===== src/logic/pspc_pkg.sv =====
// Package with offsets, field positions, reset values and timing counts of the pin control block.
package pspc_pkg;
	// System clock rate, used to derive the ROM clock half periods.
	localparam int SYS_CLK_MHZ = 200;
	// Serial ROM clock rates chosen by the speed strap.
	localparam int ROM_SLOW_MHZ = 30;
	localparam int ROM_FAST_MHZ = 60;
	// Half periods round up so the ROM clock never exceeds its rated speed.
	localparam int ROM_SLOW_HALF_CYC = (SYS_CLK_MHZ + 2 * ROM_SLOW_MHZ - 1) / (2 * ROM_SLOW_MHZ);
	localparam int ROM_FAST_HALF_CYC = (SYS_CLK_MHZ + 2 * ROM_FAST_MHZ - 1) / (2 * ROM_FAST_MHZ);
	// Over-current filter length in cycles.
	localparam int OC_FILTER_CYC = 16;
	// Register byte addresses on the bus.
	localparam logic [15:0] ADDR_ROM_CTL = 16'h2400;
	localparam logic [15:0] ADDR_PORT_CTL = 16'h2404;
	localparam logic [15:0] ADDR_CARD_PWR = 16'h2408;
	localparam logic [15:0] ADDR_STATUS = 16'h240C;
	// Field positions of rom_control_reg.
	localparam int ROM_EN_BIT = 0;
	localparam int ROM_SPEED_BIT = 1;
	localparam int ROM_EEP_BIT = 2;
	localparam int ROM_CS_BIT = 3;
	localparam int ROM_SCL_BIT = 4;
	localparam int ROM_SDA_BIT = 5;
	localparam logic [7:0] ROM_CTL_RESET = 8'h02;
	// Field positions of the port control register.
	localparam int PORT_EN_LSB = 0;
	localparam int SWAP_LSB = 2;
	localparam int CONN_EN_BIT = 5;
	localparam int GPO_BIT = 6;
	localparam logic [7:0] PORT_CTL_RESET = 8'h20;
	// Field positions of the status register.
	localparam int ST_OC_LSB = 0;
	localparam int ST_CD_BIT = 2;
	localparam int ST_WP_BIT = 3;
	localparam int ST_VBUS_BIT = 4;
	localparam int ST_SDA_BIT = 5;
endpackage


===== src/logic/pspc_pin_ctl.sv =====
// Pin strap capture, serial ROM pin control, port power, connect gating and card pins.
//
// The register addresses and register access over Wishbone were left to the implementer.
`timescale 1ns/1ps
module pspc_pin_ctl #(
	parameter int NPORTS = 2,
	parameter int OC_FILTER = pspc_pkg::OC_FILTER_CYC
) (
	input wire logic sys_clk,
	input wire logic rst_n,
	input wire logic [15:0] wb_adr_i,
	input wire logic [31:0] wb_dat_i,
	output logic [31:0] wb_dat_o,
	input wire logic [3:0] wb_sel_i,
	input wire logic wb_we_i,
	input wire logic wb_cyc_i,
	input wire logic wb_stb_i,
	output logic wb_ack_o,
	input wire logic suspend,
	input wire logic rom_shift_data,
	input wire logic rom_strap_data_i,
	output logic rom_strap_data_o,
	output logic rom_strap_data_oe,
	output logic rom_strap_pulldown_en,
	input wire logic rom_clock_i,
	output logic rom_clock_o,
	output logic rom_clock_oe,
	output logic rom_chip_sel_n,
	input wire logic [NPORTS-1:0] port_power_enable_i,
	output logic [NPORTS-1:0] port_power_enable_o,
	output logic [NPORTS-1:0] port_power_enable_oe,
	output logic [NPORTS-1:0] port_power_pullup_en,
	input wire logic upstream_power_sense,
	output logic upstream_pullup_en,
	output logic device_enable,
	output logic [NPORTS:0] diff_pair_swap,
	input wire logic card_detect_n,
	input wire logic card_write_protect,
	output logic card_slot_power,
	output logic general_output_pin
);
	import pspc_pkg::*;

	typedef struct packed {
		logic strap_done;
		logic strap;
		logic pd_en;
		logic rom_en;
		logic eep_mode;
		logic cs_act;
		logic eep_scl;
		logic eep_sda;
		logic rom_clk;
		logic [NPORTS-1:0] port_en;
		logic [NPORTS-1:0] oc_flag;
		logic [NPORTS-1:0][7:0] oc_cnt;
		logic [NPORTS:0] swap;
		logic conn_en;
		logic gpo;
		logic [3:0] card_cfg;
		logic ack;
		logic [31:0] rdata;
	} pspc_state_s;

	pspc_state_s s_q, s_d;
	logic rom_tick;
	logic rom_run;
	logic bus_req;
	logic bus_wr;
	logic [31:0] rd_mux;

	// Register image of one address, shared by the read path.
	function automatic logic [31:0] pspc_read(input logic [15:0] adr, input pspc_state_s s,
			input logic cd_n, input logic wp, input logic vbus, input logic sda);
		logic [31:0] r;
		r = 32'h0000_0000;
		case (adr)
			ADDR_ROM_CTL: begin
				r[ROM_EN_BIT] = s.rom_en;
				r[ROM_SPEED_BIT] = s.strap_done ? s.strap : ROM_CTL_RESET[ROM_SPEED_BIT];
				r[ROM_EEP_BIT] = s.eep_mode;
				r[ROM_CS_BIT] = s.cs_act;
				r[ROM_SCL_BIT] = s.eep_scl;
				r[ROM_SDA_BIT] = s.eep_sda;
			end
			ADDR_PORT_CTL: begin
				r[PORT_EN_LSB +: NPORTS] = s.port_en;
				r[SWAP_LSB +: NPORTS+1] = s.swap;
				r[CONN_EN_BIT] = s.conn_en;
				r[GPO_BIT] = s.gpo;
			end
			ADDR_CARD_PWR: begin
				r[3:0] = s.card_cfg;
			end
			ADDR_STATUS: begin
				r[ST_OC_LSB +: NPORTS] = s.oc_flag;
				r[ST_CD_BIT] = cd_n;
				r[ST_WP_BIT] = wp;
				r[ST_VBUS_BIT] = vbus;
				r[ST_SDA_BIT] = sda;
			end
			default: begin
				r = 32'h0000_0000;
			end
		endcase
		return r;
	endfunction

	// Bus request is taken once per access; ack drops the cycle after it rises.
	assign bus_req = wb_cyc_i && wb_stb_i && !s_q.ack;
	assign bus_wr = bus_req && wb_we_i && wb_sel_i[0];
	assign rd_mux = pspc_read(wb_adr_i, s_q, card_detect_n, card_write_protect,
			upstream_power_sense, rom_strap_data_i);

	// The ROM clock only runs during a selected access in serial ROM mode.
	assign rom_run = s_q.strap_done && s_q.rom_en && s_q.cs_act && !s_q.eep_mode && !suspend && device_enable;

	// Half period follows the latched strap, so the speed is fixed until the next reset.
	pspc_tick_div #(
		.WIDTH(4)
	) u_rom_div (
		.sys_clk(sys_clk),
		.rst_n(rst_n),
		.run(rom_run),
		.half_cyc(s_q.strap ? 4'(ROM_FAST_HALF_CYC) : 4'(ROM_SLOW_HALF_CYC)),
		.tick(rom_tick)
	);

	// Next state: strap capture, bus access, over-current tracking and ROM clock.
	always_comb begin
		s_d = s_q;
		s_d.ack = bus_req;
		if (bus_req) begin
			s_d.rdata = rd_mux;
		end
		// The first edge after release takes the strap; the pull-down then goes away.
		if (!s_q.strap_done) begin
			s_d.strap = rom_strap_data_i;
			s_d.strap_done = 1'b1;
			s_d.pd_en = 1'b0;
		end
		if (bus_wr) begin
			case (wb_adr_i)
				ADDR_ROM_CTL: begin
					s_d.rom_en = wb_dat_i[ROM_EN_BIT];
					s_d.eep_mode = wb_dat_i[ROM_EEP_BIT];
					s_d.cs_act = wb_dat_i[ROM_CS_BIT];
					s_d.eep_scl = wb_dat_i[ROM_SCL_BIT];
					s_d.eep_sda = wb_dat_i[ROM_SDA_BIT];
				end
				ADDR_PORT_CTL: begin
					s_d.port_en = wb_dat_i[PORT_EN_LSB +: NPORTS];
					s_d.swap = wb_dat_i[SWAP_LSB +: NPORTS+1];
					s_d.conn_en = wb_dat_i[CONN_EN_BIT];
					s_d.gpo = wb_dat_i[GPO_BIT];
				end
				ADDR_CARD_PWR: begin
					s_d.card_cfg = wb_dat_i[3:0];
				end
				ADDR_STATUS: begin
					s_d.oc_flag = s_q.oc_flag & ~wb_dat_i[ST_OC_LSB +: NPORTS];
				end
				default: begin
				end
			endcase
		end
		// A low on an enabled port pin that outlasts the filter turns that port off.
		// The filter also hides the slow rise of the pull-up right after enabling.
		for (int p = 0; p < NPORTS; p++) begin
			if (!s_q.port_en[p] || port_power_enable_i[p]) begin
				s_d.oc_cnt[p] = 8'h00;
			end else if (s_q.oc_cnt[p] + 8'h01 >= 8'(OC_FILTER)) begin
				s_d.oc_cnt[p] = 8'h00;
				s_d.port_en[p] = 1'b0;
				s_d.oc_flag[p] = 1'b1;
			end else begin
				s_d.oc_cnt[p] = s_q.oc_cnt[p] + 8'h01;
			end
		end
		// Losing upstream power shuts every port, as the whole device is disabled.
		if (!upstream_power_sense) begin
			s_d.port_en = '0;
		end
		// ROM clock toggles on each divider tick and parks low when idle.
		if (!rom_run) begin
			s_d.rom_clk = 1'b0;
		end else if (rom_tick) begin
			s_d.rom_clk = !s_q.rom_clk;
		end
	end

	// Register stage; reset puts every pin into its documented reset state.
	// The reference clock is taken as already multiplied up to sys_clk before it gets here.
	always_ff @(posedge sys_clk or negedge rst_n) begin
		if (!rst_n) begin
			s_q <= '0;
			s_q.pd_en <= 1'b1;
			s_q.conn_en <= PORT_CTL_RESET[CONN_EN_BIT];
			s_q.rom_en <= ROM_CTL_RESET[ROM_EN_BIT];
		end else begin
			s_q <= s_d;
		end
	end

	// Bus outputs.
	assign wb_ack_o = s_q.ack;
	assign wb_dat_o = s_q.rdata;

	// Shared strap, ROM data and EEPROM data pin.
	always_comb begin
		rom_strap_pulldown_en = s_q.pd_en;
		rom_strap_data_o = 1'b0;
		rom_strap_data_oe = 1'b0;
		if (!s_q.strap_done) begin
			rom_strap_data_oe = 1'b0;
		end else if (suspend) begin
			rom_strap_data_oe = !s_q.strap;
		end else if (s_q.eep_mode) begin
			rom_strap_data_oe = !s_q.eep_sda;
		end else begin
			rom_strap_data_oe = 1'b1;
			rom_strap_data_o = s_q.rom_en && rom_shift_data;
		end
	end

	// ROM clock pin; low while reset is held or before the strap is taken.
	always_comb begin
		rom_clock_o = 1'b0;
		rom_clock_oe = 1'b1;
		if (s_q.strap_done && s_q.eep_mode && !suspend) begin
			rom_clock_oe = !s_q.eep_scl;
		end else begin
			rom_clock_o = s_q.rom_clk;
		end
	end

	// Chip select stays high in reset, suspend and whenever not requested.
	assign rom_chip_sel_n = !(s_q.strap_done && s_q.rom_en && s_q.cs_act && !s_q.eep_mode && !suspend);

	// Port power pins: driven low when off, released with pull-up when on.
	always_comb begin
		for (int p = 0; p < NPORTS; p++) begin
			port_power_enable_o[p] = 1'b0;
			port_power_enable_oe[p] = !s_q.port_en[p];
			port_power_pullup_en[p] = s_q.port_en[p];
		end
	end

	// Connect pull-up drops the cycle power is lost, well inside the allowed 10 s.
	assign device_enable = upstream_power_sense;
	assign upstream_pullup_en = s_q.strap_done && s_q.conn_en && upstream_power_sense;

	// Loose outputs from registers; card slot power is also gated by device_enable.
	assign diff_pair_swap = s_q.swap;
	assign card_slot_power = |s_q.card_cfg && device_enable;
	assign general_output_pin = s_q.gpo;
endmodule


===== src/logic/pspc_tick_div.sv =====
// Divider that turns the system clock into a one-cycle enable every half_cyc cycles.
`timescale 1ns/1ps
module pspc_tick_div #(
	parameter int WIDTH = 4
) (
	input wire logic sys_clk,
	input wire logic rst_n,
	input wire logic run,
	input wire logic [WIDTH-1:0] half_cyc,
	output logic tick
);
	typedef struct packed {
		logic [WIDTH-1:0] cnt;
		logic tick;
	} pspc_div_s;

	pspc_div_s s_q, s_d;

	// Count up while running; restart from zero whenever stopped.
	always_comb begin
		s_d = s_q;
		s_d.tick = 1'b0;
		if (!run) begin
			s_d.cnt = '0;
		end else if (s_q.cnt + WIDTH'(1) >= half_cyc) begin
			s_d.cnt = '0;
			s_d.tick = 1'b1;
		end else begin
			s_d.cnt = s_q.cnt + WIDTH'(1);
		end
	end

	always_ff @(posedge sys_clk or negedge rst_n) begin
		if (!rst_n) begin
			s_q <= '0;
		end else begin
			s_q <= s_d;
		end
	end

	assign tick = s_q.tick;
endmodule

===== config.mk =====
export PLATFORM = sky130hd
export DESIGN_NAME = pspc_pin_ctl
export DESIGN_NICKNAME = d
export VERILOG_FILES = /design/src/logic/pspc_pkg.sv /design/src/logic/pspc_pin_ctl.sv /design/src/logic/pspc_tick_div.sv
export SDC_FILE = /design/constraint.sdc
export NUM_CORES = 1
export LEC_CHECK = 0
export BUFFER_PORTS_ARGS = -buffer_cell sky130_fd_sc_hd__buf_2
export CAP_MARGIN = 0
export CORE_AREA = 2 2 93 73
export DETAILED_ROUTE_END_ITERATION = 10
export DIE_AREA = 0 0 95 75
export PLACE_DENSITY = 0.75
export SKIP_CTS_REPAIR_TIMING = 1
export SLEW_MARGIN = 20
export SYNTH_ARGS = -nofsm -noshare
export SYNTH_HDL_FRONTEND = slang
export SYNTH_SLANG_ARGS = --single-unit

===== constraint.sdc =====
create_clock -name sys_clk -period 4.3 [get_ports sys_clk]
set_clock_uncertainty 0.05 [all_clocks]
set_input_delay 0 -clock sys_clk [delete_from_list [all_inputs] [get_ports sys_clk]]
set_output_delay 0 -clock sys_clk [all_outputs]
set_load 0.005 [all_outputs]

---- Yosys cells after proc, flatten, opt, wreduce, memory -nomap -nowiden ----
Index checks and enable logic that the tools add are counted.
storage, ports and cells
  register bits ........................... 51
  latch bits .............................. 0
  RAM bits ................................ 0
  memory bits (read-only) ................. 0
  input port bits ......................... 66
  output and inout bits ................... 52
  memories kept ........................... 0
operators by class
  $add $sub $neg .......................... 3
  $mul .................................... 0
  div/mod/pow operators ................... 0
  order comparisons ....................... 3
  eq/ne operators ......................... 5
  shift operators ......................... 0
  mux-type cells .......................... 35
  bitwise gates (word level) .............. 2
  reductions and logical operators ........ 31
operators by type and width
  operator              number
  $eq 16x14->1 const B  4
  $mux 8                4
  $mux 1                22
  $add 8x1->8 const B   2
  $ge 8x5->1 const B    2
  $pmux 4 s4            1
  $logic_and 1x1->1     15
  $mux 4                3
  $logic_not 1->1       10
  $mux 2                3
  $pmux 2 s3            1
  $reduce_and 2->1      3
  $add 4x1->4 const B   1
  $ge 4x3->1            1
  $reduce_or 4->1       1
  $mux 3                1
  $and 2x2->2           1
  $logic_or 1x1->1      2
  $ne 2x2->1 const B    1
  $not 2->2             1

---- Depth between registers and ports, before layout ----
  word-level depth ........................ 8
  depth in mapped cells ................... 7
  gate-level depth less buffers ........... 7

---- Hierarchy ----
Synthesis repeated with hierarchy kept, for this count alone.
second synthesis, totals
  cells, all modules ...................... 256
  area total of the unflattened synthesis .. 2795.2 um^2
modules (own cells, without submodules)
  module         instances  cells an instance  area each (um^2)  seq. area each (um^2)
  pspc_pin_ctl   1          229                2501.1            1153.6
  pspc_tick_div  1          27                 294.0             125.1

---- Least setup slack after synthesis ----
No wires, ideal clock.
  path kind ............................... reg-to-reg
  from .................................... register u_rom_div.s_q[1] (netlist bit)
  to ...................................... register u_rom_div.s_q[3] (netlist bit)
  setup time .............................. 0.073 ns
  arrival ................................. 1.722 ns
  data required time ...................... 4.177 ns
  slack ................................... 2.455 ns
  stages on the path, launching flop included .. 8
  path buffers ............................ 0
  cells stage by stage .................... dfrtp_1 > ha_1 > inv_1 > ha_1 > a21bo_2 > a221oi_1 > nand2b_1 > nor2b_1
RTL lines
  element                   line                 text
  start: declaration        pspc_tick_div.sv:17  pspc_div_s s_q, s_d;
  start signal: assignment  pspc_tick_div.sv:35  s_q <= '0;
  start signal: assignment  pspc_tick_div.sv:37  s_q <= s_d;

---- Worst setup path after layout ----
  from .................................... register s_q (netlist bit wb_ack_o)
  to ...................................... register s_q (netlist bit diff_pair_swap[0])
between the ends
  word-level cells in the longest chain between the ends .. 5
ends and longest elaborated chain
  element                          line                 text
  start: declaration               pspc_pin_ctl.sv:65   pspc_state_s s_q, s_d;
  $logic_not 1->1                  pspc_pin_ctl.sv:110  assign bus_req = wb_cyc_i && wb_stb_i && !s_q.ack;
  $logic_and 1x1->1                pspc_pin_ctl.sv:110
  named net bus_req                pspc_pin_ctl.sv:68   logic bus_req;
  $logic_and 1x1->1 (2 in series)  pspc_pin_ctl.sv:111  assign bus_wr = bus_req && wb_we_i && wb_sel_i[0];
  $reduce_and 2->1 (no line)       n/a
The timed path passes the listed nets, and every way through them passes these cells.
A chain may end at the register's enable or synchronous reset.

==> impl_metrics.py <==
metrics = {
    "outcome": {
        "outcome": "finished with violations",
        "violations": "negative hold slack",
    },
    "place": {
        "place_inst": 375,
        "port-buffer-count": 61,
        "hpwl_mm": 4.232,
        "globalplace.congestion": 0.8033,
    },
    "global_route": {
        "grt_antenna_before_repair": 0,
        "grt-ovfl-total": 0,
        "grt_pass1_vias": 1707,
        "grt_pass1_wl_mm": 8.473,
        "grt_max_degree": 52,
        "grt_util_all_layers_pct": 15.91,
    },
    "synth": {
        "synth_edf_count": 0,
        "syn_avg_cell_area_um2": 11.38,
        "synthTopCellsByCount": "dfrtp_1, buf_4, mux2_2",
        "yosysUniqueCellTypes": 45,
        "netlist.area_leader.share_pct": 44.89,
        "yosysWarnings": 0,
        "syn-cell-area_um2": 2731,
        "yosysSeqAreaShare_pct": 46.82,
        "yosysTopAreaCell": "dfrtp_1",
        "synthArstFlopShare_pct": 100.0,
        "synthTopCellsByArea": "dfrtp_1, buf_4, mux2_2",
        "ys_ff_latch": 51,
        "synth_cells": 240,
        "synth-main-ff-cell": "dfrtp_1",
        "synthMostInstantiatedCell": "dfrtp_1",
    },
    "critical_path": {
        "crit_slowest_cell": "nor2_1",
        "crit_type": "reg -> reg",
        "worstSetupStartpointType": "flip-flop",
        "reg2reg_to": "diff_pair_swap[0]",
        "timing.rr.start": "wb_ack_o",
        "cp-end-kind": "flip-flop",
        "crit_path_cell_trace": "nand3b_1 > inv_1 > nand4_4 > nor2_1 > mux2_2",
        "critPathMaxFanout": 14,
        "r2r.worst_path.cells": 5,
        "r2r_setup_slack_ns": 1.96,
        "critPathArrivalTime_ns": 2.49,
        "max_stage_delay_ns": 0.49,
        "cp_data_required_time_ns": 4.45,
    },
    "final_layout": {
        "seq_area_um2": 1279,
        "area.growth.synth_to_final_pct": 16.17,
        "fin_cells": 394,
        "multi_input_area_um2": 1240,
        "drive_gt1_share_pct": 32.59,
        "antennaDiodeCount": 0,
        "fin_nets": 383,
        "fill_cells": 550,
    },
    "drt": {
        "wl_mm": 5.495,
        "via_per_inst": 4.878,
        "wl_per_cell_um": 13.95,
        "drt_pass1_iterations": 4,
        "route.detailed.drc": 0,
        "drtIter0Drc": 107,
        "num_vias": 1922,
        "postRouteAntennaNets": 0,
    },
    "clock_tree": {
        "htree_num_levels": 2,
        "clock_tree.root_cell": "clkbuf_8",
        "cts.sinks": 51,
        "clock_path_buffers": 2,
        "insertion_delay_ns": 0.31,
        "cts_tree": "built",
        "numCtsBuffers": 5,
        "clkTransAtPathRegs_ns": 0.09,
    },
    "floorplan": {
        "die_area_um2": 7125,
        "rows": 25,
        "die_height_um": 75,
        "coreArea_um2": 6162,
        "ios": 118,
        "initial_core_util_pct": 44.32,
        "die_width_um": 95,
    },
    "timing": {
        "worst_pin_slew_ns": 0.6422,
        "grt_setup_unrepaired": "false",
        "period_minus_slack_ns": 2.343,
        "setup_tns_ns": 0,
        "max_freq_mhz": 426.9,
        "hold_slack_ns": -0.01111,
        "relSlewSlack_pct": 57.18,
        "finalMaxSlewViolations": 0,
        "hold_viol_final": 3,
        "setup_violations": 0,
        "finalCritPeriodShare_pct": 54.48,
    },
    "run": {
        "drv_cap": 0,
    },
    "power_and_ir_drop": {
        "power_density_nw_per_um2": 275.4,
        "p_leak_nw": 1.559,
        "vdd_drop_max_mv": 0.1294,
    },
    "hold_path": {
        "hold-path-endpoint": "wb_dat_o[2]",
        "hold_depth": 4,
        "min-delay-start": "wb_adr_i[7]",
        "holdCritPathClass": "in -> reg",
    },
}
report_power, final:
part | internal (mW) | leakage (nW) | switching, mW
Combinational | 0.0353 | 0.829 | 0.0456
Clock | 0.147 | 0.0515 | 0.153
Sequential | 0.487 | 0.678 | 0.00624
worst max-delay path, delay by kind of cell (launching register included):
family | cells | cell delay (ns)
buf+inv | 1 | 0.31
flops | 1 | 0.38
mux | 1 | 0.39
simple gates | 3 | 1.10
metrics by stage:
step / utilization, % / worst slack [ns] / instance area, um^2 / total power [mW]
CTS: 49.71 / 1.942 / 3063 / 0.8754
floorplan: - / 2.455 / 2863 / 0.5553
finish: 51.49 / 1.957 / 3173 / 0.8739
global placement: 48.08 / 1.981 / 2963 / 0.5740
detailed placement: 48.08 / 1.967 / 2963 / 0.5761
global route: 51.49 / 1.776 / 3173 / 0.9137
cell usage in the layout, fill, tap and decap left out, types with 3 or more instances in the layout:
cell / Yosys / layout
nand4_1: 7 / 7
clkbuf_8: 0 / 7
a311oi_1: 3 / 3
ha_1: 5 / 5
buf_2: 2 / 61
and3_1: 3 / 3
nand2b_1: 6 / 6
xnor2_1: 5 / 5
mux4_2: 3 / 3
o21ai_0: 5 / 5
nor4_4: 3 / 3
inv_1: 8 / 8
conb_1: 2 / 37
nand2_1: 9 / 9
dlygate4sd3_1: 0 / 11
xor2_1: 3 / 3
dfrtp_1: 49 / 49
a31oi_1: 4 / 4
mux2_2: 17 / 17
a221oi_1: 3 / 3
nor3_1: 7 / 7
and2_1: 4 / 4
nor2_1: 12 / 12
nand3_1: 8 / 8
how the worst max path moves through the flow:
stage	startpoint	to	slack, ns
after floorplan	u_rom_div.s_q[1]	u_rom_div.s_q[3]	2.45
after global placement	wb_ack_o	diff_pair_swap[0]	1.98
after detailed placement	wb_ack_o	general_output_pin	1.97
after CTS	wb_ack_o	diff_pair_swap[0]	1.94
after global routing	wb_ack_o	general_output_pin	1.78
final	wb_ack_o	diff_pair_swap[0]	1.96
metal layers:
metal / wire length [um] / vias to the layer above / global-route usage, %
li1: - / 936 / -
met1: 2635 / 904 / 23.77
met2: 2409 / 77 / 22.70
met3: 408 / 5 / 4.805
met4: 42 / 0 / 4.026
met5: 0 / - / 0
sequential cells by signal (all words and copies together) (netlist names):
| name | flops |
|---|---|
| general_output_pin | 1 |
| wb_ack_o | 1 |
| u_rom_div.tick | 1 |
| diff_pair_swap | 3 |
| wb_dat_o | 7 |
| s_q | 31 |
| port_power_pullup_en | 2 |
| u_rom_div.s_q | 4 |
| rom_strap_pulldown_en | 1 |
cell families after synthesis:
kind of cell,synth area share [%]
flip-flops,46.82
other,0.2750
AO/OA/AOI/OAI,7.604
multiplexers,10.22
buffers and inverters,12.60
XOR/XNOR,2.565
AND/OR/NAND/NOR,17.64
adder cells (fa/ha/maj),2.290
cell type report:
type	count	share of cell area, %
multi-input cells	173	39.08
well taps	81	3.194
clock buffers	8	3.155
inverters	8	0.9464
flip-flops and latches	51	40.30
repair buffers	73	13.33
Note: power is estimated with default switching activity, not from simulation.
